`config.mk`:
```
export PLATFORM = sky130hd
export DESIGN_NAME = sptc_regs
export DESIGN_NICKNAME = d
export VERILOG_FILES = /design/src/sptc_pkg.sv /design/src/sptc_regs.sv
export SDC_FILE = /design/constraint.sdc
export NUM_CORES = 1
export LEC_CHECK = 0
export ABC_AREA = 0
export ABC_CLOCK_PERIOD_IN_PS = 1700
export BUFFER_PORTS_ARGS = -buffer_cell sky130_fd_sc_hd__buf_4
export CAP_MARGIN = 10
export CORE_UTILIZATION = 25
export DETAILED_ROUTE_END_ITERATION = 6
export PLACE_DENSITY = 0.52
export SYNTH_ARGS = -nofsm -noshare
export SYNTH_HDL_FRONTEND = slang
export SYNTH_SLANG_ARGS = --single-unit
```
`constraint.sdc`:
```
create_clock -name clock -period 1.7 [get_ports clock]
set_input_delay 0.34 -clock clock [delete_from_list [all_inputs] [get_ports clock]]
set_output_delay 0.34 -clock clock [all_outputs]
set_load 0.01 [all_outputs]
```
`src/sptc_pkg.sv`:
```
`default_nettype none
package sptc_pkg;
    // register addresses (byte addresses of the register space)
    localparam logic [9:0] SPTC_ADDR_PLL_STATUS = 10'h281;
    localparam logic [9:0] SPTC_ADDR_REF_DIVIDER = 10'h289;
    localparam logic [9:0] SPTC_ADDR_TERM_START_A = 10'h2a7;
    localparam logic [9:0] SPTC_ADDR_TERM_OVERRIDE_A = 10'h2a8;
    localparam logic [9:0] SPTC_ADDR_TERM_READBACK_A = 10'h2ac;
    localparam int SPTC_ADDR_W = 10;
    localparam int SPTC_DATA_W = 8;
    // field positions
    localparam int SPTC_LOCK_BIT = 0;
    localparam int SPTC_CP_VALID_BIT = 3;
    localparam int SPTC_CP_LOW_BIT = 4;
    localparam int SPTC_CP_HIGH_BIT = 5;
    localparam int SPTC_TRIGGER_BIT = 0;
    localparam int SPTC_OVR_EN_BIT = 4;
    localparam int SPTC_OVR_CODE_LSB = 1;
    localparam int SPTC_OVR_CODE_MSB = 3;
    // reset values
    localparam logic [7:0] SPTC_RESET_VALUE = 8'h00;
    // divider select encodings
    localparam logic [1:0] SPTC_DIV_BY_4 = 2'h0;
    localparam logic [1:0] SPTC_DIV_BY_2 = 2'h1;
    localparam logic [1:0] SPTC_DIV_BY_1 = 2'h2;
    localparam logic [2:0] SPTC_RATIO_4 = 3'h4;
    localparam logic [2:0] SPTC_RATIO_2 = 3'h2;
    localparam logic [2:0] SPTC_RATIO_1 = 3'h1;
    // pfd input window, MHz, kept by software
    localparam int SPTC_PFD_MIN_MHZ = 35;
    localparam int SPTC_PFD_MAX_MHZ = 80;
endpackage
`default_nettype wire

```
`src/sptc_regs.sv`:
```
`default_nettype none
// Contract
// - cp valid bit reads calibration done-valid
// - bit 0 status shows synthesizer lock
// - divider field divides reference before pfd
// - 00 div4, 01 div2, 10 div1
// - trigger bit rising edge starts calibration
// - override register rw, reset zero
// - bit4 clear selects calibrated termination
// - override forces any 3-bit code
// - forced code from bits 3:1
// - readback shows 4-bit code, upper zero
module sptc_regs
    import sptc_pkg::*;
(
    // clock and reset
    input wire logic clock,
    input wire logic rst_n,
    // register port, same clock domain
    input wire logic reg_wr,
    input wire logic reg_rd,
    input wire logic [sptc_pkg::SPTC_ADDR_W-1:0] reg_addr,
    input wire logic [sptc_pkg::SPTC_DATA_W-1:0] reg_wdata,
    output logic [sptc_pkg::SPTC_DATA_W-1:0] reg_rdata,
    // analog status, asynchronous to clock
    input wire logic pll_locked_in,
    input wire logic cp_cal_valid_in,
    input wire logic cp_over_low_in,
    input wire logic cp_over_high_in,
    input wire logic [3:0] term_cal_code_in,
    // reference path
    input wire logic ref_clk_en,
    output logic pfd_ref_en,
    output logic [1:0] ref_div_select,
    // termination control
    output logic term_cal_start,
    output logic term_override_en,
    output logic [2:0] term_forced_code,
    output logic [3:0] term_code_readback_a
);
    import sptc_pkg::*;

    // field slicing below assumes eight-bit registers and ten address bits
    if (SPTC_DATA_W != 8 || SPTC_ADDR_W != 10) begin : g_width_check
        $error("sptc_regs needs 8-bit data and 10-bit addresses");
    end

    logic [7:0] ref_divider;
    logic [7:0] next_ref_divider;
    logic [7:0] term_start;
    logic [7:0] next_term_start;
    logic [7:0] term_override;
    logic [7:0] next_term_override;
    logic [7:0] next_rdata;
    logic [1:0] div_cnt;
    logic [1:0] next_div_cnt;
    logic [2:0] ratio;
    logic next_pfd_ref_en;
    logic next_cal_start;
    logic trig_prev;
    logic next_trig_prev;
    // two-flop synchronisers for the analog status levels
    logic [7:0] sync_a;
    logic [7:0] sync_b;
    logic [7:0] stat_raw;
    // the code is a word from another domain: only a value seen twice in a row
    // is taken, so a capture that straddles a code change never reaches software
    logic [3:0] code_prev;
    logic [3:0] code_hold;
    logic [3:0] next_code_hold;

    wire logic serial_lock_flag = sync_b[0];
    wire logic pump_cal_valid_flag = sync_b[1];

    assign stat_raw = {term_cal_code_in, cp_over_high_in, cp_over_low_in,
                       cp_cal_valid_in, pll_locked_in};

    always_ff @(posedge clock) begin
        if (!rst_n) begin
            sync_a <= SPTC_RESET_VALUE;
            sync_b <= SPTC_RESET_VALUE;
        end else begin
            sync_a <= stat_raw;
            sync_b <= sync_a;
        end
    end

    // register writes
    always_comb begin
        next_ref_divider = ref_divider;
        next_term_start = term_start;
        next_term_override = term_override;
        if (reg_wr) begin
            case (reg_addr)
                SPTC_ADDR_REF_DIVIDER: begin
                    next_ref_divider = {6'h00, reg_wdata[1:0]};
                end
                SPTC_ADDR_TERM_START_A: begin
                    next_term_start = {7'h00, reg_wdata[SPTC_TRIGGER_BIT]};
                end
                SPTC_ADDR_TERM_OVERRIDE_A: begin
                    next_term_override = reg_wdata;
                end
                default: begin
                end
            endcase
        end
    end

    // read mux; unmapped and reserved bits read zero, except override bits 7:5 and 0, which read back as written
    always_comb begin
        next_rdata = reg_rdata;
        if (reg_rd) begin
            case (reg_addr)
                SPTC_ADDR_PLL_STATUS: begin
                    next_rdata = 8'h00;
                    next_rdata[SPTC_LOCK_BIT] = serial_lock_flag;
                    next_rdata[SPTC_CP_VALID_BIT] = pump_cal_valid_flag;
                    next_rdata[SPTC_CP_LOW_BIT] = sync_b[2];
                    next_rdata[SPTC_CP_HIGH_BIT] = sync_b[3];
                end
                SPTC_ADDR_REF_DIVIDER: next_rdata = ref_divider;
                SPTC_ADDR_TERM_START_A: next_rdata = term_start;
                SPTC_ADDR_TERM_OVERRIDE_A: next_rdata = term_override;
                SPTC_ADDR_TERM_READBACK_A: next_rdata = {4'h0, code_hold};
                default: next_rdata = 8'h00;
            endcase
        end
    end

    // trigger edge: launch happens on the register's 0 to 1 change only,
    // so holding it at 1 never relaunches
    always_comb begin
        next_trig_prev = term_start[SPTC_TRIGGER_BIT];
        next_cal_start = (term_start[SPTC_TRIGGER_BIT] && !trig_prev);
    end

    // reference divider, clock-enable form of the pfd reference
    always_comb begin
        case (ref_divider[1:0])
            SPTC_DIV_BY_4: ratio = SPTC_RATIO_4;
            SPTC_DIV_BY_2: ratio = SPTC_RATIO_2;
            SPTC_DIV_BY_1: ratio = SPTC_RATIO_1;
            default: ratio = SPTC_RATIO_1; // undefined code 11 treated as div1
        endcase
        next_div_cnt = div_cnt;
        next_pfd_ref_en = 1'b0;
        if (ref_clk_en) begin
            if ({1'b0, div_cnt} >= ratio - 3'h1) begin
                next_div_cnt = 2'h0;
                next_pfd_ref_en = 1'b1;
            end else begin
                next_div_cnt = div_cnt + 2'h1;
            end
        end
    end

    // calibration code filter
    always_comb begin
        next_code_hold = code_hold;
        if (sync_b[7:4] == code_prev) begin
            next_code_hold = code_prev;
        end
    end

    // register bank
    always_ff @(posedge clock) begin
        if (!rst_n) begin
            ref_divider <= SPTC_RESET_VALUE;
            term_start <= SPTC_RESET_VALUE;
            term_override <= SPTC_RESET_VALUE;
        end else begin
            ref_divider <= next_ref_divider;
            term_start <= next_term_start;
            term_override <= next_term_override;
        end
    end

    // read data stands until the next read
    always_ff @(posedge clock) begin
        if (!rst_n) begin
            reg_rdata <= SPTC_RESET_VALUE;
        end else begin
            reg_rdata <= next_rdata;
        end
    end

    // trigger edge detector and start pulse
    always_ff @(posedge clock) begin
        if (!rst_n) begin
            trig_prev <= 1'b0;
            term_cal_start <= 1'b0;
        end else begin
            trig_prev <= next_trig_prev;
            term_cal_start <= next_cal_start;
        end
    end

    always_ff @(posedge clock) begin
        if (!rst_n) begin
            div_cnt <= 2'h0;
            pfd_ref_en <= 1'b0;
        end else begin
            div_cnt <= next_div_cnt;
            pfd_ref_en <= next_pfd_ref_en;
        end
    end

    // the held code is what the pin and the readback show
    always_ff @(posedge clock) begin
        if (!rst_n) begin
            code_prev <= SPTC_RESET_VALUE[3:0];
            code_hold <= SPTC_RESET_VALUE[3:0];
        end else begin
            code_prev <= sync_b[7:4];
            code_hold <= next_code_hold;
        end
    end

    assign ref_div_select = ref_divider[1:0];
    assign term_override_en = term_override[SPTC_OVR_EN_BIT];
    // bit 0 of the override is ignored by the termination path
    assign term_forced_code = term_override[SPTC_OVR_CODE_MSB:SPTC_OVR_CODE_LSB];
    assign term_code_readback_a = code_hold;
endmodule
`default_nettype wire

```
# Word level (Yosys, flattened, before mapping)
# Index checks and enable logic that the tools add are counted.
# word_totals
regBits	48
latch_bits	0
ram_bits	0
mem_bits_ro	0
inputBits	31
out_inout_bits	20
elab_cells	33
n_memories	0
# classes
n_addsub	2
n_mul	0
n_div	0
n_lt_le_gt_ge	1
n_eq_ne	7
n_shift	0
muxes	4
bitwise_logic	0
n_reduce_logical	7
# ops
op	count
equality test 10 bit, second input constant	5
case mux 8 bit (5 select lines)	1
AND reduction 2 bit	4
case mux 3 bit (2 select lines)	1
equality test 4 bit	1
>= comparator 2 x 3 -> 1 bit	1
subtractor 3 x 1 -> 3 bit, second input constant	1
adder 2 x 1 -> 2 bit, second input constant	1
equality test 2 x 1 -> 1 bit, second input constant	1
logical NOT 2 bit	1
two-way mux 2 bit	1
logical AND 1 bit	1
logical NOT 1 bit	1
two-way mux 1 bit	1

# Logic depth before layout (Yosys ltp)
# Gate-level depths: netlist (run 1).
# depth
ltp_word	5
mapped_depth	6
ltp_nobuf	6

# Worst setup path after synthesis (run 1)
# OpenSTA, ideal clock, no wires.
# synth_path
kind	input-to-reg
from	in reg_addr[2] (netlist bit)
to	reg ref_divider[0]
setup_ps	116
arrival_time_ps	1555
required_time_ps	1584
setup_slack_ps	29
stages	5
n_path_buf	1
path_cell_list	buf_6 -> or4b_4 -> nor4_4 -> mux2i_1 -> nor2b_1
# synth_via
elab_chain_cells	2
# synth_lines
element	line	source
from (decl)	sptc_regs.sv:22	input wire logic [sptc_pkg::SPTC_ADDR_W-1:0] reg_addr,
equality test 10 bit	sptc_regs.sv:94	case (reg_addr)
AND reduction 2 bit (no source line)	n/a	
to (signal assigned)	sptc_regs.sv:173	ref_divider <= next_ref_divider;
to (decl)	sptc_regs.sv:48	logic [7:0] ref_divider;
# No other way between the ends.
# A chain may end at the register's enable or synchronous reset.

# Worst setup path after layout (run 1)
# layout_path
from	in reg_addr[2] (netlist bit)
to	reg reg_rdata[5] (netlist bit)
# layout_via
elab_chain_cells	2
word_cells_on_any_way	6
cone_classes	5 x eq/ne; 1 x mux
# layout_lines
element	line	source
equality test 10 bit	sptc_regs.sv:114	case (reg_addr)
case mux 8 bit (5 select lines) (*)	sptc_regs.sv:114	
to (signal assigned)	sptc_regs.sv:184	reg_rdata <= next_rdata;
to (decl)	sptc_regs.sv:24	output logic [sptc_pkg::SPTC_DATA_W-1:0] reg_rdata,
# Every way passes the cells marked *; elsewhere a longest branch is shown, timed or not.

==> results of run 1 <==
[cell usage in the layout, fill, tap and decap left out, types with 2 or more instances in the layout]
cell type,n
sky130_fd_sc_hd__nand2_1,26
sky130_fd_sc_hd__xnor2_1,5
sky130_fd_sc_hd__mux2i_1,18
sky130_fd_sc_hd__and2_1,20
sky130_fd_sc_hd__mux2_2,2
sky130_fd_sc_hd__nand2b_1,5
sky130_fd_sc_hd__buf_4,59
sky130_fd_sc_hd__a21boi_1,3
sky130_fd_sc_hd__o22ai_1,2
sky130_fd_sc_hd__dfxtp_1,48
sky130_fd_sc_hd__nand4bb_1,2
sky130_fd_sc_hd__inv_1,4
sky130_fd_sc_hd__a21oi_1,2
sky130_fd_sc_hd__nand3_1,6
sky130_fd_sc_hd__o21ai_0,3
sky130_fd_sc_hd__clkbuf_8,5
sky130_fd_sc_hd__ha_1,2
sky130_fd_sc_hd__a22oi_1,2
sky130_fd_sc_hd__nor2_1,7
sky130_fd_sc_hd__a31oi_1,2
sky130_fd_sc_hd__nand3b_1,3
sky130_fd_sc_hd__o21ai_1,2
sky130_fd_sc_hd__nor2b_1,6
[final cells by class]
type                            count  share of cell area [%]
Sequential cell                    48                    38.1
Multi-Input combinational cell    129                    34.3
Timing Repair Buffer               59                    17.5
Tap cell                           99                    4.91
Clock buffer                        5                    2.73
Clock inverter                      3                    1.83
Inverter                            4                   0.595
[cells in the mapped netlist, drive strengths merged]
cell type  number  share of area (%)
dfxtp          48                 50
nand2          26                5.1
and2           20                6.6
mux2i          18                9.5
clkbuf          7                1.4
nor2            7                1.4
nand3           6                1.6
nor2b           6                2.0
nand2b          5                1.6
o21ai           5                1.3
xnor2           5                2.3
buf             4                1.8
inv             4               0.79
a21boi          3                1.2
nand3b          3                1.2
nor4            3                2.1
a21oi           2               0.53
a22oi           2               0.79
a31oi           2               0.66
ha              2                1.3
mux2            2                1.2
nand4bb         2                1.2
o22ai           2               0.66
nand4           1               0.33
nor3            1               0.26
nor3b           1               0.39
nor4b           1               0.46
o2111ai         1               0.46
or2             1               0.33
or4b            1               0.72
xor2            1               0.46
[worst paths after layout]
| kind | start | endpoint | slack [ns] |
|---|---|---|---|
| hold / removal | term_cal_code_in[3] | sync_a[7] | 0.24 |
| setup / recovery | reg_addr[2] | reg_rdata[5] | 0.31 |
| setup reg to reg | ref_divider[0] | div_cnt[1] | 0.33 |
| hold reg to reg | trig_prev | term_cal_start | 0.39 |
[metrics by stage]
stage | hold slack, ns | total power [mW] | setup TNS (ns)
2_1_floorplan | 0.368 | 1.29 | 0
3_3_place_gp | 0.372 | 1.38 | -0.0134
3_5_place_dp | 0.377 | 1.38 | -0.0473
4_1_cts | 0.227 | 2.22 | 0
5_1_grt | 0.212 | 2.29 | 0
6_report | 0.238 | 2.18 | 0
[cells by family (layout without fill, tap and decap cells)]
| group | count (synthesis) | after routing |
|---|---|---|
| compound gates | 17 | 17 |
| xor+xnor | 6 | 6 |
| fa+ha+maj | 2 | 2 |
| buf+inv | 15 | 71 |
| flops | 48 | 48 |
| mux | 20 | 20 |
| simple gates | 84 | 84 |
[worst reg2reg max path: stages (launching register included)]
cell and delay, ns:
sky130_fd_sc_hd__dfxtp_1 0.35, sky130_fd_sc_hd__or2_2 0.30, sky130_fd_sc_hd__ha_1 0.27, sky130_fd_sc_hd__a21oi_1 0.18
sky130_fd_sc_hd__o21ai_1 0.10, sky130_fd_sc_hd__nor2_1 0.12
[metal layers]
layer  track usage (%)  share of wire (%)  up-vias
met5                 0                  0        -
met4              4.33                1.6        0
met3              3.05                4.7        8
met2              16.1                 46       32
met1              13.6                 48      640
li1                  -                  -      749
[flip-flops by register name, indices dropped and copies added, names as in the netlist, 2 cells and up]
name / cells
sync_a: 8
div_cnt: 2
term_code_readback_a: 4
sync_b: 8
code_prev: 4
reg_rdata: 8
term_override: 8
ref_divider: 2
[where the power goes]
group	total [mW]	internal, mW	switching, mW
sequential	1.17	1.15	0.0137
clock	0.830	0.443	0.387
combinational	0.183	0.102	0.0803
==> qor.csv, run 1 <==
metric;value;unit
number of flip-flops and latches in the synthesized netlist;48;
post-route worst setup slack;0.306;ns
unrepaired setup endpoints after global routing;no;
data arrival time of the critical path;1.63;ns
pre-CTS setup slack;-0.0206;ns
final count of negative-setup-slack endpoints;0;
final hold violations;0;
count of different cell masters after synthesis;35;
path category of the worst min-delay check;in2reg;
number of warnings printed during yosys synthesis;0;
total clock sinks;48;
placed cell areas;2410;µm²
worst voltage drop across the vdd grid;408;µV
per-cell routed wire length;11.4;µm
instance count after placement with tap cells included;339;
kind of critical path;in2reg;
I/O pin total;51;
final wirelength;3970;µm
crit-path max cell delay;0.56;ns
relative area change from synthesis to final layout;32.7;%
Worst Max-Slew Pin Slew;0.309;ns
Adder-Cell Fraction of Synth Area;1.31;%
tightest slew margin relative to the limit;79.4;%
compound-cell area share of the yosys netlist;5.59;%
floorplan die height;89.3;µm
Period Utilization, post-route;82.0;%
GRT Residual Overflow;0;
share of the core filled with cells;34.6;%
average via count per standard cell;4.12;
insertion delay of the later-clocked pin in the worst-skew pair;0.30;ns
Hold Crit Depth;2;
area occupied by registers;961;µm²
iteration-0 DRC count of the detailed router;49;
Chip Width;89.3;µm
total non-filler cell area in the finished layout;2520;µm²
number of port buffers;50;
largest net degree at the start of global routing;36;
Hold-fix buffers, CTS;0;
# Max-Cap Violations;0;
area fraction in and, or, nand and nor cells after synthesis;25.2;%
number of buffer and inverter stages on the critical path;2;
number of detailed-routing iterations run before antenna repair;4;
clock buffer count from CTS;5;
share of layout cells above drive strength 1;29.4;%
number of nets with antenna violations after detailed routing;0;
Longest Clk Path Bufs;2;
antenna cell count;0;
leakage power of the design;1.10;nW
clock slew at the register clock pins of the worst setup and hold paths;0.09;ns
timing-limited maximum frequency;0.717;GHz
wire length of the first global-routing pass;6150;µm
DR vias;1429;
post-layout net count;280;
setup fix buffers added after clock tree synthesis;0;
syn_nets;225;
area share of xor/xnor cells in the synthesized design;2.76;%
Final GP Congestion;0.740;
number of global-route vias before repair;1347;
GRT Util Overall;10.4;%
Worst path top cell family by delay;simple AND/OR/NAND/NOR gates;
Levels on crit path;6;
clock tree from TritonCTS;built;
clock skew;0.00359;ns
Avg Inst Size Synth;9.91;µm²
cell occurring most often along the worst timing path;sky130_fd_sc_hd__buf_4;
cell breakdown of the critical path;buf_4 -> or4b_4 -> nor4_2 -> buf_4 -> nand2_1 -> a31oi_1;
minimum clock period;1.39;ns
status;finished, final reports clean;
Critical Path Source Type;input port;
endpoint kind of the worst setup timing path;flip-flop;
count of standard-cell rows;31;
Slowest-stage cell, CP;sky130_fd_sc_hd__or4b_4;
number of instances in the synthesized netlist;192;
core region area;7290;µm²
count of cells resized by post-cts repair;0;
worst-path maximum fanout;3;
combined area of the multi-input logic cells;867;µm²
DRC;0;
fillers;807;
power per cell area;863;nW/µm²
placed wire-length estimate after detailed placement;3010;µm
post-synth design cell area;1900;µm²
buffer cell driving the clock tree root;sky130_fd_sc_hd__clkbuf_8;
proportion of synthesized area in mux cells;10.7;%
Initial Utilization;26.1;%
data required time of the worst path;1.93;ns
H-tree levels;2;
number of antenna violations at the first check in global routing;0;
largest family of logic cells by synthesized area;simple AND/OR/NAND/NOR gates;
Final Max Slew Viols;0;
floorplan die area;7970;µm²
number of cell instances on the worst register-to-register path;5;
final cell count without fillers;347;
share of the yosys chip area belonging to registers;50.5;%
(Power assumes the default switching activity.)
==> run 2: changes to the inputs <==
--- a/config.mk
+++ b/config.mk
@@ -5,13 +5,13 @@
 export SDC_FILE = /design/constraint.sdc
 export NUM_CORES = 1
 export LEC_CHECK = 0
-export ABC_AREA = 0
-export ABC_CLOCK_PERIOD_IN_PS = 1700
+export ABC_AREA = 1
+export ABC_CLOCK_PERIOD_IN_PS = 1500
 export BUFFER_PORTS_ARGS = -buffer_cell sky130_fd_sc_hd__buf_4
 export CAP_MARGIN = 10
 export CORE_UTILIZATION = 25
 export DETAILED_ROUTE_END_ITERATION = 6
-export PLACE_DENSITY = 0.52
+export PLACE_DENSITY = 0.5
 export SYNTH_ARGS = -nofsm -noshare
 export SYNTH_HDL_FRONTEND = slang
 export SYNTH_SLANG_ARGS = --single-unit
==> constraint.sdc (replaced) <==
create_clock -name clock -period 1.5 [get_ports clock]
set_input_delay 0.3 -clock clock [delete_from_list [all_inputs] [get_ports clock]]
set_output_delay 0.3 -clock clock [all_outputs]
set_load 0.01 [all_outputs]
==> run 2 against run 1 <==
Global-route usage is 0.68 points higher. Non-clock buffer count is 5 lower. Sequential power is 15% higher. Sequential share of layout area is 1.1 points lower. Critical path type is now reg2reg. Critical endpoint is now div_cnt[1]. Largest power group unchanged.
==> qor.csv, run 2 <==
metric;value;unit
clock buffer count from CTS;5;
GRT Util Overall;11.1;%
Hold-fix buffers, CTS;0;
per-cell routed wire length;10.3;µm
syn_nets;306;
floorplan die height;91.6;µm
number of global-route vias before repair;1576;
number of flip-flops and latches in the synthesized netlist;48;
Switching Fraction;23.2;%
insertion delay of the later-clocked pin in the worst-skew pair;0.29;ns
count of cells resized by post-cts repair;0;
post-synth top area cell;sky130_fd_sc_hd__dfxtp_1;
final count of negative-setup-slack endpoints;0;
Power Total;2.51;mW
Worst Hold Endpoint;sync_a[6];
DRC;0;
Longest Clk Path Bufs;2;
minimum clock period;1.28;ns
leading cell types in the layout, fill and taps excluded;53 x sky130_fd_sc_hd__nand2_1, 53 x sky130_fd_sc_hd__buf_4, 49 x sky130_fd_sc_hd__inv_1, 48 x sky130_fd_sc_hd__dfxtp_1, 37 x sky130_fd_sc_hd__nor2_1;
wire length of the first global-routing pass;7290;µm
buffer cell driving the clock tree root;sky130_fd_sc_hd__clkbuf_8;
antenna cell count;0;
H-tree levels;2;
total clock sinks;48;
data required time of the worst path;1.72;ns
tightest slew margin relative to the limit;80.8;%
DR vias;1735;
share of the yosys chip area belonging to registers;47.9;%
worst voltage drop across the vdd grid;474;µV
post-layout net count;357;
share of flip-flops with an asynchronous set or reset;0;%
data arrival time of the critical path;1.50;ns
Final Max Slew Viols;0;
wl on met1;2100;µm
path category of the worst min-delay check;in2reg;
largest net degree at the start of global routing;30;
Clock power frac;36.6;%
core region area;7730;µm²
number of flops mapped to enable cells by yosys;0;
worst-path maximum fanout;3;
I/O pin total;51;
status;finished, final reports clean;
kind of critical path;reg2reg;
endpoint of the most critical register-to-register path;div_cnt[1];
clock tree from TritonCTS;built;
Avg Inst Size Synth;7.35;µm²
Reg2Reg Launch Point;ref_divider[1];
# Max-Cap Violations;0;
GRT Residual Overflow;0;
wire length on met2;1980;µm
logic gate share of total power;10.0;%
post-synth design cell area;2010;µm²
count of different cell masters after synthesis;24;
switching power of the nets;0.583;mW
most area-consuming cells after synthesis;sky130_fd_sc_hd__dfxtp_1 48%, sky130_fd_sc_hd__nand2_1 9.9%, sky130_fd_sc_hd__inv_1 9.2%;
leakage power of the design;1.33;nW
relative area change from synthesis to final layout;29.6;%
number of port buffers;50;
fraction of post-synthesis cell area in the top cell type by area;47.9;%
unrepaired setup endpoints after global routing;no;
average via count per standard cell;4.06;
placed wire-length estimate after detailed placement;3390;µm
Synth top cells by count;53 x sky130_fd_sc_hd__nand2_1, 49 x sky130_fd_sc_hd__inv_1, 48 x sky130_fd_sc_hd__dfxtp_1;
highest routed layer;met4;
Hold Crit Depth;3;
routed length on met3;231;µm
number of instances in the synthesized netlist;273;
endpoint kind of the worst setup timing path;flip-flop;
Critical Path Source Type;flip-flop;
number of nets with antenna violations after detailed routing;0;
number of antenna violations at the first check in global routing;0;
Period Utilization, post-route;85.5;%
number of cell instances on the worst register-to-register path;7;
final wirelength;4390;µm
Synth Flop Type;sky130_fd_sc_hd__dfxtp_1;
Initial Utilization;26.0;%
power per cell area;964;nW/µm²
Hold Worst Slack;0.177;ns
number of detailed-routing iterations run before antenna repair;4;
floorplan die area;8390;µm²
most common cell in the synthesized netlist;sky130_fd_sc_hd__nand2_1;
Final GP Congestion;0.784;
clock slew at the register clock pins of the worst setup and hold paths;0.09;ns
setup fix buffers added after clock tree synthesis;0;
share of total power in sequential cells;53.4;%
timing-limited maximum frequency;0.780;GHz
Worst Max-Slew Pin Slew;0.288;ns
number of warnings printed during yosys synthesis;0;
R2R Setup Slk;0.22;ns
clock skew;0.00585;ns
final hold violations;0;
Int Power;1.92;mW
HP Start;term_cal_code_in[2];
share of layout cells above drive strength 1;22.8;%
Chip Width;91.6;µm
share of the core filled with cells;33.6;%
count of standard-cell rows;32;
iteration-0 DRC count of the detailed router;67;
-- run 2: cell count changes after synthesis, moves of 5 or more --
cell	previous run	this run
sky130_fd_sc_hd__a21oi_1	2	14
sky130_fd_sc_hd__and2_1	20	0
sky130_fd_sc_hd__inv_1	4	49
sky130_fd_sc_hd__mux2i_1	18	0
sky130_fd_sc_hd__nand2_1	26	53
sky130_fd_sc_hd__nand2b_1	5	0
sky130_fd_sc_hd__nand4_1	1	9
sky130_fd_sc_hd__nor2_1	7	37
sky130_fd_sc_hd__nor2b_1	6	0
sky130_fd_sc_hd__o21ai_0	3	11
sky130_fd_sc_hd__o21ai_1	2	8
sky130_fd_sc_hd__xnor2_1	5	0
-- run 2: layout make-up --
type / instances / area (µm²)
Clock buffer: 5 / 68.8
Clock inverter: 3 / 42.5
Fill cell: 826 / 5130
Inverter: 51 / 191
Multi-Input combinational cell: 164 / 791
Sequential cell: 48 / 961
Tap cell: 102 / 128
Timing Repair Buffer: 54 / 418
-- run 2: power groups by stage --
stage / registers, mW / logic [mW] / clock network (mW)
2_1_floorplan: 1.37 / 0.126 / 0
3_3_place_gp: 1.37 / 0.254 / 0
3_5_place_dp: 1.37 / 0.255 / 0
4_1_cts: 1.34 / 0.255 / 0.946
5_1_grt: 1.34 / 0.285 / 1.01
6_report: 1.34 / 0.251 / 0.917
-- run 2: stage by stage --
step | instances | TNS (ns) | area, µm² | worst slack (ns)
2_1_floorplan | 273 | 0 | 2010 | 0.221
6_report | 427 | 0 | 2600 | 0.218
4_1_cts | 427 | 0 | 2600 | 0.206
3_3_place_gp | 419 | 0 | 2490 | 0.0364
5_1_grt | 427 | 0 | 2600 | 0.00736
3_5_place_dp | 419 | -0.00767 | 2490 | -0.00767
-- run 2: how the worst max path moves through the flow --
stage / startpoint / end / slack [ns] / depth (start not counted)
3_3_place_gp: reg_addr[8] / term_override[3] / 0.04 / 10
5_1_grt: ref_divider[1] / div_cnt[1] / 0.007 / 7
4_1_cts: ref_divider[1] / div_cnt[1] / 0.21 / 7
3_5_place_dp: reg_addr[8] / term_override[1] / -0.008 / 10
2_1_floorplan: ref_divider[1] / div_cnt[1] / 0.22 / 7
6_report: ref_divider[1] / div_cnt[1] / 0.22 / 7
-- run 2: cell families after synthesis --
group           synth area share, %
compound gates                 9.05
flops                          47.9
buf+inv                        12.7
simple gates                   27.4
xor+xnor                       1.75
fa+ha+maj                      1.25
-- run 2: critical path, stage by stage, from the launching register on --
cell and delay, ns:
sky130_fd_sc_hd__dfxtp_1 0.34, sky130_fd_sc_hd__inv_1 0.07, sky130_fd_sc_hd__ha_1 0.26, sky130_fd_sc_hd__o21ai_0 0.21, sky130_fd_sc_hd__nand2_1 0.07, sky130_fd_sc_hd__nand2_1 0.06
sky130_fd_sc_hd__inv_1 0.04, sky130_fd_sc_hd__a211oi_1 0.15
-- run 2: layer usage --
layer	global-route usage, %	vias up
met5	0	-
met4	4.76	0
met3	3.02	5
met2	17.3	47
met1	14.3	748
li1	-	935
==> run 3: changes to the inputs <==
--- a/config.mk
+++ b/config.mk
@@ -9,6 +9,7 @@
 export ABC_CLOCK_PERIOD_IN_PS = 1500
 export BUFFER_PORTS_ARGS = -buffer_cell sky130_fd_sc_hd__buf_4
 export CAP_MARGIN = 10
+export CORE_ASPECT_RATIO = 0.75
 export CORE_UTILIZATION = 25
 export DETAILED_ROUTE_END_ITERATION = 6
 export PLACE_DENSITY = 0.5
==> run 3 against run 2 <==
Highest routed layer unchanged. Sequential share of layout area decreased by 0.40 points. Setup slack worse by 0.091 ns. Critical path depth is the same. Sequential power hardly changed. Wire length increased by 2.8%. Total power up 2.9%. Final cell count did not move. Via count shrank 2.6%.
==> qor.csv, run 3 (synthesis gave the netlist of run 2 again) <==
metric;value;unit
status;finished, final reports clean;
insertion delay of the later-clocked pin in the worst-skew pair;0.30;ns
antenna cell count;0;
# Max-Cap Violations;0;
endpoint of the most critical register-to-register path;div_cnt[1];
number of global-route vias before repair;1602;
GRT Util Overall;11.7;%
minimum clock period;1.37;ns
placed cell areas;2510;µm²
setup TNS;0;ns
leading cell types in the layout, fill and taps excluded;53 x sky130_fd_sc_hd__nand2_1, 53 x sky130_fd_sc_hd__buf_4, 49 x sky130_fd_sc_hd__inv_1, 48 x sky130_fd_sc_hd__dfxtp_1, 37 x sky130_fd_sc_hd__nor2_1;
count of standard-cell rows;27;
iteration-0 DRC count of the detailed router;58;
DRC;0;
per-cell routed wire length;10.6;µm
largest net degree at the start of global routing;30;
buffer cell driving the clock tree root;sky130_fd_sc_hd__clkbuf_8;
floorplan die area;8390;µm²
timing-limited maximum frequency;0.728;GHz
Worst Max-Slew Pin Slew;0.295;ns
core region area;7570;µm²
power per cell area;981;nW/µm²
endpoint kind of the worst setup timing path;flip-flop;
HP Start;cp_over_high_in;
crit-path max cell delay;0.38;ns
H-tree levels;2;
Reg2Reg Launch Point;ref_divider[1];
setup fix buffers added after clock tree synthesis;0;
Hold Worst Slack;0.169;ns
final count of negative-setup-slack endpoints;0;
number of nets with antenna violations after detailed routing;0;
data required time of the worst path;1.73;ns
Hold Crit Depth;3;
worst-path maximum fanout;3;
number of cell instances on the worst register-to-register path;7;
Longest Clk Path Bufs;2;
Critical Path Source Type;flip-flop;
average via count per standard cell;3.96;
clock tree from TritonCTS;built;
post-layout net count;358;
unrepaired setup endpoints after global routing;no;
count of cells resized by post-cts repair;0;
R2R Setup Slk;0.13;ns
final cell count without fillers;427;
end point of the critical path;div_cnt[1];
Period Utilization, post-route;91.5;%
placed wire-length estimate after detailed placement;3530;µm
kind of critical path;reg2reg;
clock slew at the register clock pins of the worst setup and hold paths;0.09;ns
number of antenna violations at the first check in global routing;0;
relative area change from synthesis to final layout;31.1;%
GRT Residual Overflow;0;
leakage power of the design;1.34;nW
final hold violations;0;
worst voltage drop across the vdd grid;374;µV
number of detailed-routing iterations run before antenna repair;4;
wire length of the first global-routing pass;7560;µm
clock skew;0.00605;ns
cell breakdown of the critical path;inv_1 -> ha_1 -> o21ai_0 -> nand2_1 -> nand2_1 -> inv_1 -> a211oi_1;
Final Max Slew Viols;0;
total non-filler cell area in the finished layout;2630;µm²
I/O pin total;51;
Chip Width;105;µm
Power Total;2.58;mW
path category of the worst min-delay check;in2reg;
final wirelength;4510;µm
tightest slew margin relative to the limit;80.3;%
Initial Utilization;26.5;%
clock buffer count from CTS;5;
worst setup path startpoint;ref_divider[1];
floorplan die height;79.6;µm
Final GP Congestion;0.888;
share of layout cells above drive strength 1;23.0;%
Hold-fix buffers, CTS;0;
data arrival time of the critical path;1.60;ns
DR vias;1690;
Slowest-stage cell, CP;sky130_fd_sc_hd__dfxtp_1;
total clock sinks;48;
number of port buffers;50;
instance count after placement with tap cells included;419;
## run 3: metal layers
| layer | vias up | wire [µm] | GRT usage, % |
|---|---|---|---|
| met1 | 705 | 2400 | 15.9 |
| met4 | 0 | 65 | 5.21 |
| met5 | - | 0 | 0 |
| met2 | 38 | 1830 | 17.4 |
| li1 | 940 | - | - |
| met3 | 7 | 221 | 3.18 |
## run 3: through the flow
| step | util [%] | worst slack [ns] |
|---|---|---|
| floorplan | - | 0.221 |
| global placement | 33.1 | 0.0532 |
| detailed placement | 33.1 | 0.00304 |
| CTS | 34.7 | 0.113 |
| global route | 34.7 | 0.0236 |
| finish | 34.7 | 0.127 |
## run 3: worst max-delay path, delay by kind of cell, from the launching register on
family	cells	cell delay, ns
AO/OA/AOI/OAI	2	0.37
adder cells (fa/ha/maj)	1	0.26
buffers and inverters	2	0.14
AND/OR/NAND/NOR	2	0.14
flip-flops	1	0.38
## run 3: report_power, final
group	internal (mW)	leakage, nW	total, mW	switching (mW)
Clock	0.545	0.0614	0.981	0.436
Combinational	0.121	0.890	0.259	0.138
Sequential	1.31	0.392	1.34	0.0231
Total	1.98	1.34	2.58	0.597
## run 3: worst min path at each step
stage,to,slack (ns)
2_1_floorplan,term_cal_start,0.37
3_3_place_gp,term_cal_start,0.38
3_5_place_dp,term_cal_start,0.38
4_1_cts,sync_a[1],0.16
5_1_grt,sync_a[6],0.17
6_report,sync_a[3],0.17
## run 3: layout make-up
type / instances / area, µm²
fillers: 828 / 4940
well taps: 101 / 126
multi-input cells: 164 / 791
clock buffers: 6 / 82.6
inverters: 51 / 191
repair buffers: 55 / 438
flip-flops and latches: 48 / 961
clock inverters: 2 / 38.8
